### config.mk
export PLATFORM = sky130hd
export DESIGN_NAME = pad_mux_and_gpio_config
export DESIGN_NICKNAME = d
export VERILOG_FILES = /design/src/include/pad_pkg.sv /design/src/rtl/pad_cell.sv /design/src/rtl/pad_mux_and_gpio_config.sv
export SDC_FILE = /design/constraint.sdc
export NUM_CORES = 1
export LEC_CHECK = 0
export BUFFER_PORTS_ARGS = -buffer_cell sky130_fd_sc_hd__buf_2
export CAP_MARGIN = 20
export CORE_MARGIN = 4
export CORE_UTILIZATION = 60
export DETAILED_ROUTE_END_ITERATION = 16
export GPL_ROUTABILITY_DRIVEN = 0
export PLACE_DENSITY_LB_ADDON = 0.12
export SETUP_SLACK_MARGIN = 0.15
export SYNTH_ARGS = -nofsm -noshare
export SYNTH_HDL_FRONTEND = slang
export SYNTH_HIERARCHICAL = 1
export SYNTH_SLANG_ARGS = --single-unit
### constraint.sdc
create_clock -name pclk -period 3.2 [get_ports pclk]
set_input_delay 0.48 -clock pclk [delete_from_list [all_inputs] [get_ports pclk]]
set_output_delay 0.48 -clock pclk [all_outputs]
set_load 0.1 [all_outputs]
### src/include/pad_pkg.sv
// Constants for the pad multiplexer and pad configuration block.
// Assumes a 32-bit APB register bus on pclk.
package pad_pkg;
	localparam int NUM_PADS = 14;
	localparam int NUM_PERIPH = 8;
	localparam int SEL_W = 4;
	localparam logic [SEL_W-1:0] SEL_NONE = 4'hF;
	// Register byte offsets
	localparam logic [11:0] OFF_IN = 12'h000;
	localparam logic [11:0] OFF_OUT = 12'h004;
	localparam logic [11:0] OFF_OE = 12'h008;
	localparam logic [11:0] OFF_IRQ_STAT = 12'h00C;
	localparam logic [11:0] OFF_IRQ_MASK = 12'h010;
	localparam logic [11:0] OFF_IRQ_MODE = 12'h014;
	localparam logic [11:0] OFF_IRQ_POL = 12'h018;
	localparam logic [11:0] OFF_HOLD = 12'h01C;
	localparam logic [11:0] OFF_PAD_CFG = 12'h040;
	localparam logic [11:0] OFF_ROUTE_IN = 12'h080;
	localparam logic [11:0] OFF_ROUTE_OUT = 12'h0C0;
	// Pad configuration word fields
	localparam int CFG_FUNC_LSB = 0;
	localparam int CFG_IE_BIT = 2;
	localparam int CFG_WPU_BIT = 3;
	localparam int CFG_WPD_BIT = 4;
	localparam int CFG_OEF_BIT = 5;
	localparam int CFG_W = 6;
	typedef enum logic [1:0] {
		FUNC_ZERO = 2'b00,
		FUNC_ONE = 2'b01,
		FUNC_TWO = 2'b10,
		FUNC_BAD = 2'b11
	} func_t;
	// Reset codes per pad
	localparam logic [2:0] RST_CODE [NUM_PADS] = '{3'h0, 3'h0, 3'h1, 3'h1, 3'h1, 3'h1,
		3'h5, 3'h1, 3'h1, 3'h3, 3'h1, 3'h0, 3'h3, 3'h4};
	// Pads whose function 2 is a serial line; others list none
	localparam logic [NUM_PADS-1:0] HAS_F2 = 14'h04F4;
	// Pads whose function 0 is a debug signal
	localparam logic [NUM_PADS-1:0] IS_DEBUG = 14'h00F0;
	localparam int DEBUG_CLK_PAD = 6;
	localparam int PERIPH_F2_W = 6;
endpackage

### src/rtl/pad_cell.sv
// One pad's function select, pull control and hold latch.
// Assumes synchronised pad input and configuration from the top.
`timescale 1ns/1ps
`default_nettype none
module pad_cell (
	input wire logic pclk,
	input wire logic presetn,
	input wire logic [pad_pkg::CFG_W-1:0] cfg,
	input wire logic [pad_pkg::CFG_W-1:0] cfg_rst,
	input wire logic init,
	input wire logic hold,
	input wire logic has_f2,
	input wire logic gpio_out,
	input wire logic gpio_oe,
	input wire logic dbg_out,
	input wire logic dbg_oe,
	input wire logic f2_out,
	input wire logic f2_oe,
	input wire logic matrix_out,
	input wire logic matrix_oe,
	input wire logic matrix_en,
	output logic pad_o,
	output logic pad_oe,
	output logic pad_wpu,
	output logic pad_wpd,
	output logic pad_ie
);
	import pad_pkg::*;
	func_t func;
	logic next_o, next_oe;
	assign func = func_t'(cfg[CFG_FUNC_LSB +: 2]);
	wire sel_f2_ok = (func == FUNC_TWO) && has_f2;
	// Matrix overrides the mux; unlisted function leaves the pad undriven unless CFG_OEF_BIT is set
	wire mux_o = (func == FUNC_ZERO) ? dbg_out : (func == FUNC_ONE) ? gpio_out :
		sel_f2_ok ? f2_out : 1'b0;
	wire mux_oe = (func == FUNC_ZERO) ? dbg_oe : (func == FUNC_ONE) ? gpio_oe :
		sel_f2_ok ? f2_oe : 1'b0;
	assign next_o = matrix_en ? matrix_out : mux_o;
	assign next_oe = (matrix_en ? matrix_oe : mux_oe) | cfg[CFG_OEF_BIT];
	////////////////////////////////////////////////////////////////
	always_ff @(posedge pclk or negedge presetn) begin
		if (!presetn) begin
			pad_o <= 1'b0;
			pad_oe <= 1'b0;
			pad_wpu <= 1'b0;
			pad_wpd <= 1'b0;
			pad_ie <= 1'b0;
		end else if (init) begin
			// Strap-dependent reset image loaded once after release
			pad_o <= 1'b1;
			pad_oe <= cfg_rst[CFG_OEF_BIT];
			pad_wpu <= cfg_rst[CFG_WPU_BIT];
			pad_wpd <= cfg_rst[CFG_WPD_BIT];
			pad_ie <= cfg_rst[CFG_IE_BIT];
		end else if (!hold) begin
			pad_o <= next_o;
			pad_oe <= next_oe;
			pad_wpu <= cfg[CFG_WPU_BIT];
			pad_wpd <= cfg[CFG_WPD_BIT] & ~cfg[CFG_WPU_BIT];
			pad_ie <= cfg[CFG_IE_BIT];
		end
	end
endmodule
`default_nettype wire

### src/rtl/pad_mux_and_gpio_config.sv
// Top of the pad multiplexer, routing matrix and pad configuration.
// Assumes an APB master on pclk and raw asynchronous pad inputs.
//
// What this block does
// - Fourteen pads exist and registers choose what each one carries.
// - Each pad takes a pull-up, a pull-down or neither and may float.
// - The level of an input pad is readable through a register.
// - An input pad raises an interrupt on an edge or on a level.
// - Pads have separate input and output paths with an output enable.
// - A pad in hold keeps its configuration and level frozen.
// - A matrix links any peripheral input or output to any pad.
// - The pad mux chooses function 0, 1 or 2; debug pads offer debug, GPIO, serial.
// - Code 0 means input off and floating; code 1 input on and floating.
// - Code 2 means input on with pull-down; code 3 input on with pull-up.
// - Code 4 means output on with pull-up.
// - The debug clock pad resets pulled up unless the fuse disables pad debug.
// - Pads take codes 0, 3, 4, 5 or 1 after reset by position.
//
// The APB slave port and the register addresses are this design's own decisions.
`timescale 1ns/1ps
`default_nettype none
module pad_mux_and_gpio_config (
	input wire logic pclk,
	input wire logic presetn,
	input wire logic psel,
	input wire logic penable,
	input wire logic pwrite,
	input wire logic [11:0] paddr,
	input wire logic [31:0] pwdata,
	output logic [31:0] prdata,
	output logic pready,
	output logic pslverr,
	output logic irq,
	input wire logic fuse_pad_debug_disable,
	input wire logic [pad_pkg::NUM_PADS-1:0] pad_i,
	output logic [pad_pkg::NUM_PADS-1:0] pad_o,
	output logic [pad_pkg::NUM_PADS-1:0] pad_oe,
	output logic [pad_pkg::NUM_PADS-1:0] pad_wpu,
	output logic [pad_pkg::NUM_PADS-1:0] pad_wpd,
	output logic [pad_pkg::NUM_PADS-1:0] pad_ie,
	input wire logic [3:0] dbg_out,
	input wire logic [3:0] dbg_oe,
	output logic [3:0] dbg_in,
	input wire logic [pad_pkg::PERIPH_F2_W-1:0] f2_out,
	input wire logic [pad_pkg::PERIPH_F2_W-1:0] f2_oe,
	output logic [pad_pkg::PERIPH_F2_W-1:0] f2_in,
	input wire logic [pad_pkg::NUM_PERIPH-1:0] periph_out,
	input wire logic [pad_pkg::NUM_PERIPH-1:0] periph_oe,
	output logic [pad_pkg::NUM_PERIPH-1:0] periph_in
);
	import pad_pkg::*;
	// Reset code to configuration word
	function automatic logic [CFG_W-1:0] code_cfg(input logic [2:0] code, input logic fuse);
		logic [CFG_W-1:0] c;
		c = '0;
		c[CFG_FUNC_LSB +: 2] = 2'b01;
		case (code)
			3'h0: c[CFG_IE_BIT] = 1'b0;
			3'h1: c[CFG_IE_BIT] = 1'b1;
			3'h2: begin
				c[CFG_IE_BIT] = 1'b1;
				c[CFG_WPD_BIT] = 1'b1;
			end
			3'h3: begin
				c[CFG_IE_BIT] = 1'b1;
				c[CFG_WPU_BIT] = 1'b1;
			end
			3'h4: begin
				c[CFG_OEF_BIT] = 1'b1;
				c[CFG_WPU_BIT] = 1'b1;
			end
			3'h5: begin
				c[CFG_IE_BIT] = 1'b1;
				c[CFG_WPU_BIT] = ~fuse;
			end
			default: c = '0;
		endcase
		return c;
	endfunction
	////////////////////////////////////////////////////////////////
	// Synchronisers for pads and fuse
	logic [NUM_PADS-1:0] sync1;
	logic [NUM_PADS-1:0] sync2;
	logic [NUM_PADS-1:0] sync_prev;
	logic fuse1;
	logic fuse2;
	logic init;
	logic init_done;
	always_ff @(posedge pclk or negedge presetn) begin
		if (!presetn) begin
			sync1 <= '0;
			sync2 <= '0;
			sync_prev <= '0;
		end else begin
			sync1 <= pad_i;
			sync2 <= sync1;
			sync_prev <= sync2;
		end
	end
	always_ff @(posedge pclk or negedge presetn) begin
		if (!presetn) begin
			fuse1 <= 1'b0;
			fuse2 <= 1'b0;
		end else begin
			fuse1 <= fuse_pad_debug_disable;
			fuse2 <= fuse1;
		end
	end
	// Fuse is caught two cycles after release, then the reset image loads
	logic [1:0] init_cnt;
	always_ff @(posedge pclk or negedge presetn) begin
		if (!presetn) begin
			init_cnt <= 2'h0;
			init_done <= 1'b0;
		end else if (!init_done) begin
			init_cnt <= init_cnt + 2'h1;
			init_done <= (init_cnt == 2'h2);
		end
	end
	assign init = !init_done && (init_cnt == 2'h2);
	////////////////////////////////////////////////////////////////
	// Registers
	logic [CFG_W-1:0] cfg [NUM_PADS];
	logic [SEL_W-1:0] route_in [NUM_PERIPH];
	logic [SEL_W:0] route_out [NUM_PADS];
	logic [NUM_PADS-1:0] gpio_out;
	logic [NUM_PADS-1:0] gpio_oe;
	logic [NUM_PADS-1:0] irq_stat;
	logic [NUM_PADS-1:0] irq_mask;
	logic [NUM_PADS-1:0] irq_mode;
	logic [NUM_PADS-1:0] irq_pol;
	logic [NUM_PADS-1:0] hold;
	logic [NUM_PADS-1:0] out_rst;
	// One effect per transfer: writes land on the edge that completes it
	wire access = psel && penable;
	wire first_access = access && !pready;
	wire wr = access && pready && pwrite;
	wire [11:0] a = paddr;
	wire in_cfg = (a >= OFF_PAD_CFG) && (a < OFF_PAD_CFG + 12'h038) && (a[1:0] == 2'b00);
	wire in_rin = (a >= OFF_ROUTE_IN) && (a < OFF_ROUTE_IN + 12'h020) && (a[1:0] == 2'b00);
	wire in_rout = (a >= OFF_ROUTE_OUT) && (a < OFF_ROUTE_OUT + 12'h038) && (a[1:0] == 2'b00);
	wire [3:0] cfg_idx = 4'((a - OFF_PAD_CFG) >> 2);
	wire [3:0] rin_idx = 4'((a - OFF_ROUTE_IN) >> 2);
	wire [3:0] rout_idx = 4'((a - OFF_ROUTE_OUT) >> 2);
	wire hit_in = (a == OFF_IN);
	wire hit_out = (a == OFF_OUT);
	wire hit_oe = (a == OFF_OE);
	wire hit_stat = (a == OFF_IRQ_STAT);
	wire hit_mask = (a == OFF_IRQ_MASK);
	wire hit_mode = (a == OFF_IRQ_MODE);
	wire hit_pol = (a == OFF_IRQ_POL);
	wire hit_hold = (a == OFF_HOLD);
	wire hit_flat = hit_in || hit_out || hit_oe || hit_stat || hit_mask || hit_mode ||
		hit_pol || hit_hold;
	wire wr_out = wr && hit_out;
	wire wr_oe = wr && hit_oe;
	wire stat_wr = wr && hit_stat;
	wire wr_mask = wr && hit_mask;
	wire wr_mode = wr && hit_mode;
	wire wr_pol = wr && hit_pol;
	wire wr_hold = wr && hit_hold;
	wire hit = hit_flat || in_cfg || in_rin || in_rout;
	wire [NUM_PADS-1:0] w14 = pwdata[NUM_PADS-1:0];
	// Input level as software sees it; gated by the input buffer
	wire [NUM_PADS-1:0] in_lvl = sync2 & pad_ie;
	wire [NUM_PADS-1:0] prev_lvl = sync_prev & pad_ie;
	wire [NUM_PADS-1:0] rise_ev = in_lvl & ~prev_lvl;
	wire [NUM_PADS-1:0] fall_ev = ~in_lvl & prev_lvl;
	// Polarity is per pad, so the edge is picked bit by bit
	wire [NUM_PADS-1:0] edge_ev = (irq_pol & rise_ev) | (~irq_pol & fall_ev);
	wire [NUM_PADS-1:0] lvl_ev = ~(in_lvl ^ irq_pol);
	wire [NUM_PADS-1:0] ev = pad_ie & ((irq_mode & lvl_ev) | (~irq_mode & edge_ev));
	// Set wins over write-one-to-clear
	wire [NUM_PADS-1:0] next_stat = (irq_stat & ~(stat_wr ? w14 : '0)) | ev;
	wire next_irq = |(next_stat & irq_mask);
	////////////////////////////////////////////////////////////////
	// Interrupt status and control registers
	always_ff @(posedge pclk or negedge presetn) begin
		if (!presetn) begin
			irq_stat <= '0;
		end else begin
			irq_stat <= next_stat;
		end
	end
	always_ff @(posedge pclk or negedge presetn) begin
		if (!presetn) begin
			gpio_out <= '0;
			gpio_oe <= '0;
			irq_mask <= '0;
			irq_mode <= '0;
			irq_pol <= '0;
			hold <= '0;
		end else begin
			if (wr_out) gpio_out <= w14;
			if (init) gpio_out <= out_rst;
			if (wr_oe) gpio_oe <= w14;
			if (wr_mask) irq_mask <= w14;
			if (wr_mode) irq_mode <= w14;
			if (wr_pol) irq_pol <= w14;
			if (wr_hold) hold <= w14;
		end
	end
	genvar g;
	generate
		for (g = 0; g < NUM_PADS; g++) begin : g_cfg
			always_ff @(posedge pclk or negedge presetn) begin
				if (!presetn) begin
					cfg[g] <= '0;
					route_out[g] <= '0;
				end else if (init) begin
					cfg[g] <= code_cfg(RST_CODE[g], fuse2);
				end else begin
					if (wr && in_cfg && cfg_idx == 4'(g) && !hold[g]) cfg[g] <= pwdata[CFG_W-1:0];
					if (wr && in_rout && rout_idx == 4'(g)) route_out[g] <= pwdata[SEL_W:0];
				end
			end
		end
		for (g = 0; g < NUM_PERIPH; g++) begin : g_rin
			always_ff @(posedge pclk or negedge presetn) begin
				if (!presetn) begin
					route_in[g] <= SEL_NONE;
				end else if (wr && in_rin && rin_idx == 4'(g)) begin
					route_in[g] <= pwdata[SEL_W-1:0];
				end
			end
		end
	endgenerate
	////////////////////////////////////////////////////////////////
	// Pad cells
	logic [NUM_PADS-1:0] cell_dbg_o;
	logic [NUM_PADS-1:0] cell_dbg_oe;
	logic [NUM_PADS-1:0] cell_f2_o;
	logic [NUM_PADS-1:0] cell_f2_oe;
	logic [NUM_PADS-1:0] mx_o;
	logic [NUM_PADS-1:0] mx_oe;
	logic [NUM_PADS-1:0] mx_en;
	generate
		for (g = 0; g < NUM_PADS; g++) begin : g_pad
			localparam int DI = (g >= 4 && g < 8) ? g - 4 : 0;
			localparam int FI = (g == 2) ? 0 : (g >= 4 && g < 8) ? g - 3 : (g == 10) ? 5 : 0;
			wire [SEL_W-1:0] osel = route_out[g][SEL_W-1:0];
			assign cell_dbg_o[g] = IS_DEBUG[g] ? dbg_out[DI] : gpio_out[g];
			assign cell_dbg_oe[g] = IS_DEBUG[g] ? dbg_oe[DI] : gpio_oe[g];
			assign cell_f2_o[g] = HAS_F2[g] ? f2_out[FI] : 1'b0;
			assign cell_f2_oe[g] = HAS_F2[g] ? f2_oe[FI] : 1'b0;
			assign mx_en[g] = route_out[g][SEL_W];
			assign mx_o[g] = (osel < 4'(NUM_PERIPH)) ? periph_out[osel[2:0]] : 1'b0;
			assign mx_oe[g] = (osel < 4'(NUM_PERIPH)) ? periph_oe[osel[2:0]] : 1'b0;
			// Code 4 pad keeps driving high after init through its output bit
			assign out_rst[g] = (RST_CODE[g] == 3'h4);
			pad_cell u_cell (
				.pclk(pclk),
				.presetn(presetn),
				.cfg(cfg[g]),
				.cfg_rst(code_cfg(RST_CODE[g], fuse2)),
				.init(init),
				.hold(hold[g]),
				.has_f2(HAS_F2[g]),
				.gpio_out(gpio_out[g]),
				.gpio_oe(gpio_oe[g]),
				.dbg_out(cell_dbg_o[g]),
				.dbg_oe(cell_dbg_oe[g]),
				.f2_out(cell_f2_o[g]),
				.f2_oe(cell_f2_oe[g]),
				.matrix_out(mx_o[g]),
				.matrix_oe(mx_oe[g]),
				.matrix_en(mx_en[g]),
				.pad_o(pad_o[g]),
				.pad_oe(pad_oe[g]),
				.pad_wpu(pad_wpu[g]),
				.pad_wpd(pad_wpd[g]),
				.pad_ie(pad_ie[g])
			);
		end
	endgenerate
	////////////////////////////////////////////////////////////////
	// Peripheral inputs
	function automatic logic [1:0] fsel(input logic [CFG_W-1:0] c);
		return c[CFG_FUNC_LSB +: 2];
	endfunction
	logic [3:0] next_dbg_in;
	logic [PERIPH_F2_W-1:0] next_f2_in;
	logic [NUM_PERIPH-1:0] next_periph_in;
	generate
		for (g = 0; g < 4; g++) begin : g_dbgin
			assign next_dbg_in[g] = (fsel(cfg[g+4]) == 2'b00) ? in_lvl[g+4] : 1'b0;
		end
		assign next_f2_in[0] = (fsel(cfg[2]) == 2'b10) ? in_lvl[2] : 1'b0;
		for (g = 1; g < 5; g++) begin : g_f2in
			assign next_f2_in[g] = (fsel(cfg[g+3]) == 2'b10) ? in_lvl[g+3] : 1'b0;
		end
		assign next_f2_in[5] = (fsel(cfg[10]) == 2'b10) ? in_lvl[10] : 1'b0;
		for (g = 0; g < NUM_PERIPH; g++) begin : g_pin
			// Unrouted peripheral input sees a constant low
			assign next_periph_in[g] = (route_in[g] < 4'(NUM_PADS)) ?
				in_lvl[route_in[g]] : 1'b0;
		end
	endgenerate
	////////////////////////////////////////////////////////////////
	// APB read path, ready and error response
	logic [31:0] rd;
	always_comb begin
		rd = 32'h0000_0000;
		if (in_cfg && cfg_idx < 4'(NUM_PADS)) rd = 32'(cfg[cfg_idx]);
		else if (in_rin && rin_idx < 4'(NUM_PERIPH)) rd = 32'(route_in[rin_idx[2:0]]);
		else if (in_rout && rout_idx < 4'(NUM_PADS)) rd = 32'(route_out[rout_idx]);
		else if (a == OFF_IN) rd = 32'(in_lvl);
		else if (a == OFF_OUT) rd = 32'(gpio_out);
		else if (a == OFF_OE) rd = 32'(gpio_oe);
		else if (a == OFF_IRQ_STAT) rd = 32'(irq_stat);
		else if (a == OFF_IRQ_MASK) rd = 32'(irq_mask);
		else if (a == OFF_IRQ_MODE) rd = 32'(irq_mode);
		else if (a == OFF_IRQ_POL) rd = 32'(irq_pol);
		else if (a == OFF_HOLD) rd = 32'(hold);
	end
	always_ff @(posedge pclk or negedge presetn) begin
		if (!presetn) begin
			prdata <= 32'h0000_0000;
			pready <= 1'b0;
			pslverr <= 1'b0;
		end else begin
			// One wait state: answer registered in the first access cycle
			pready <= first_access;
			pslverr <= first_access && !hit;
			prdata <= (psel && !pwrite) ? rd : 32'h0000_0000;
		end
	end
	////////////////////////////////////////////////////////////////
	// Pad-side outputs
	always_ff @(posedge pclk or negedge presetn) begin
		if (!presetn) begin
			irq <= 1'b0;
			dbg_in <= '0;
			f2_in <= '0;
			periph_in <= '0;
		end else begin
			irq <= next_irq;
			dbg_in <= next_dbg_in;
			f2_in <= next_f2_in;
			periph_in <= next_periph_in;
		end
	end
endmodule
`default_nettype wire

==> results.sh <==
export IMPL_outcome="completed"
export IMPL_seq_area_frac_synth_pct=44.9
export IMPL_largest_register="cfg"
export IMPL_path_clk_slew_ns=0.06
export IMPL_finalCritPeriodShare_pct=78.0
export IMPL_ant_nets=0
export IMPL_path_class="register to register"
export IMPL_grt_remaining_overflow=0
export IMPL_dp_slack_ns=0.188
export IMPL_final_hold_viol_count=0
export IMPL_grt_max_degree=103
export IMPL_firstDrtPassIters=6
export IMPL_clock_sinks=436
export IMPL_die_x_um=210
export IMPL_nNetsFinal=2417
export IMPL_maxCapViolCount=0
export IMPL_synth_area_um2=24400
export IMPL_cts_buffers=46
export IMPL_cts_resized=0
export IMPL_rsz0062_at_grt="no"
export IMPL_finalSetupTns_ns=0
export IMPL_vdd_drop_max_mv=0.336
export IMPL_antenna_found_initial=0
export IMPL_vias_per_cell=6.61
export IMPL_crit_fanout=41
export IMPL_drc=0
export IMPL_wl_per_cell_um=26.6
export IMPL_cts_path_max_buffers=3
export IMPL_postSynthCellCount=2070
export IMPL_synth_warnings=6
export IMPL_avgSynthCellArea_um2=11.8
export IMPL_multi_input_area_um2=12900
export IMPL_final_area_um2=27900
export IMPL_start_util_pct=61.1
export IMPL_grt_pass1_wl_um=116000
export IMPL_synth_edf_count=0
export IMPL_ys_flop_type="dfrtp_1"
export IMPL_cts_tree="yes"
export IMPL_clk_latency_ns=0.59
export IMPL_fin_ws_ns=0.704
export IMPL_cts_hold_buffers_added=16
export IMPL_vias=19000
export IMPL_cts_root_buf="clkbuf_16"
export IMPL_postRouteWirelength_um=76400
export IMPL_cp_end_kind="register"
export IMPL_crit_required_ns=3.65
export IMPL_tightest_slew_ns=0.755
export IMPL_timing_fmax_mhz=401
export IMPL_die_y_um=210
export IMPL_port_buffers=186
export IMPL_drive_above_1_share_pct=29.9
export IMPL_final_common_cell="dfrtp_1"
export IMPL_htreeDepth=2
export IMPL_synthArstFlopShare_pct=100
export IMPL_drt_iter0_markers=2070
export IMPL_syn2layout_area_growth_pct=14.3
export IMPL_finClkSkew_ns=0.0256
export IMPL_fillCellCount=2870
export IMPL_cp_arrival_ns=2.95
export IMPL_post_cts_buffers=0
export IMPL_slew_headroom_pct=49.7
export IMPL_first_global_vias=18800
export IMPL_yosysUniqueCellTypes=67
export IMPL_synthTopCellsByArea="dfrtp_1 41%, mux4_2 12%, mux2i_1 6.8%"
export IMPL_synth_top_area_share_pct=41.5
export IMPL_fp_row_count=73
export IMPL_pin_count=223
export IMPL_p_leak_nw=13.3
export IMPL_fin_util_pct=69.8
export IMPL_yosys_area_top_type="dfrtp_1"
export IMPL_hp_class="primary input to register"
export IMPL_drv_slew=0
export IMPL_ff_latch_area_um2=11000
export IMPL_critPathLaunchType="register"
export IMPL_num_antenna_cells=0
export IMPL_setup_viol=0
export IMPL_p_per_area_nw_per_um2=429
export IMPL_synth_seq_cells=436
export IMPL_dpl_cell_area_um2=26200
export IMPL_track_usage_pct=34.4
export IMPL_period_minus_slack_ns=2.50
export IMPL_layout_common_cells="403 x dfrtp_1, 183 x buf_2, 175 x nor2_1, 173 x nand2_1, 165 x mux2i_1"
export IMPL_largest_register_ffs=84
export IMPL_place_detailed_hpwl_um=53900
export IMPL_core_region_area_um2=39900
export IMPL_die_area_um2=43900
[cells by family (layout without fill, tap and decap cells)]
group | count (synthesis) | count (layout) | synth area share (%)
buffers and inverters | 198 | 363 | 3.92
and+or+nand+nor | 615 | 615 | 13.8
muxes | 477 | 477 | 27.3
DFF | 436 | 436 | 44.9
xor gates and xnor gates | 1 | 1 | 0.0359
AOI/OAI and AO/OA | 340 | 340 | 9.87
other | 2 | 117 | 0.0308
adders and majority gates | 1 | 1 | 0.0513
[worst paths after layout]
path | startpoint | to | slack [ns] | cells past startpoint
max reg2reg | init_cnt[0] | mx_en[11] | 0.70 | 7
min reg2reg | sync1[10] | sync2[10] | 0.35 | 0
min | penable | pready | 0.17 | 3
min in group asynchronous | presetn | periph_in[5] | 0.50 | 2
max | init_cnt[0] | mx_en[11] | 0.70 | 7
max in group asynchronous | presetn | mx_en[11] | 1.88 | 3
[area by class of cell]
class	instances	area share, %
Clock buffer	71	4.94
Sequential cell	436	39.3
Inverter	14	0.207
Clock inverter	11	0.548
Tap cell	525	2.36
Multi-Input combinational cell	1551	46.4
Timing Repair Buffer	267	6.26
[metal layers]
layer	wire (um)	vias to the layer above	share of wire (%)	GRT usage [%]
li1	-	8067	-	-
met1	29400	9623	38	47.3
met2	36500	1085	48	55.1
met3	7240	222	9.5	6.14
met4	3330	0	4.4	13.7
met5	0	-	0	0
[synth_stat cells (7+ instances only)]
cell and instances:
mux4_2 133, dfstp_2 32, a2111oi_2 14, mux2_2 139, o22ai_1 23, nor3_1 38
o21ai_1 14, nand3b_4 14, nand3b_1 15, nand3_1 26, a22o_1 20, a22oi_1 7
buf_2 49, nand2_1 173, nor2_1 175, nand4_1 7, a2111o_1 14, or3_1 9
clkbuf_1 96, a21oi_1 68, inv_1 12, buf_1 10, a31oi_1 23, o21bai_1 12
and3b_1 15, nand2b_1 35, nor3b_1 19, mux2_1 40, o21ai_0 59, buf_6 11
nor4_1 10, mux2i_1 165, dfrtp_1 404, a211o_1 29, buf_4 18, o22a_1 14
nor2b_2 28, a211oi_1 16, nor2b_1 21
[stage by stage]
stage	hold WS, ns	power (mW)	instances
after floorplan	0.184	6.16	2185
after global placement	0.332	6.53	2777
after detailed placement	0.336	6.54	2777
after CTS	0.157	12.0	2875
after global routing	0.204	12.3	2875
final	0.173	11.9	2875
[report_power, final]
part | leakage [nW] | switching [mW] | internal [mW]
Clock | 0.753 | 2.26 | 3.20
Combinational | 6.94 | 0.647 | 0.257
Sequential | 5.57 | 0.0289 | 5.55
Total | 13.3 | 2.94 | 9.01
[critical path: stages, from the launching register on]
cell and delay [ns]:
dfrtp_1 0.36, inv_1 0.05, ha_1 0.20, nand2b_1 0.19
inv_6 0.16, nor4_2 0.60, nand3_1 0.40, mux2_2 0.38
Power figures use the tool's default switching activity.
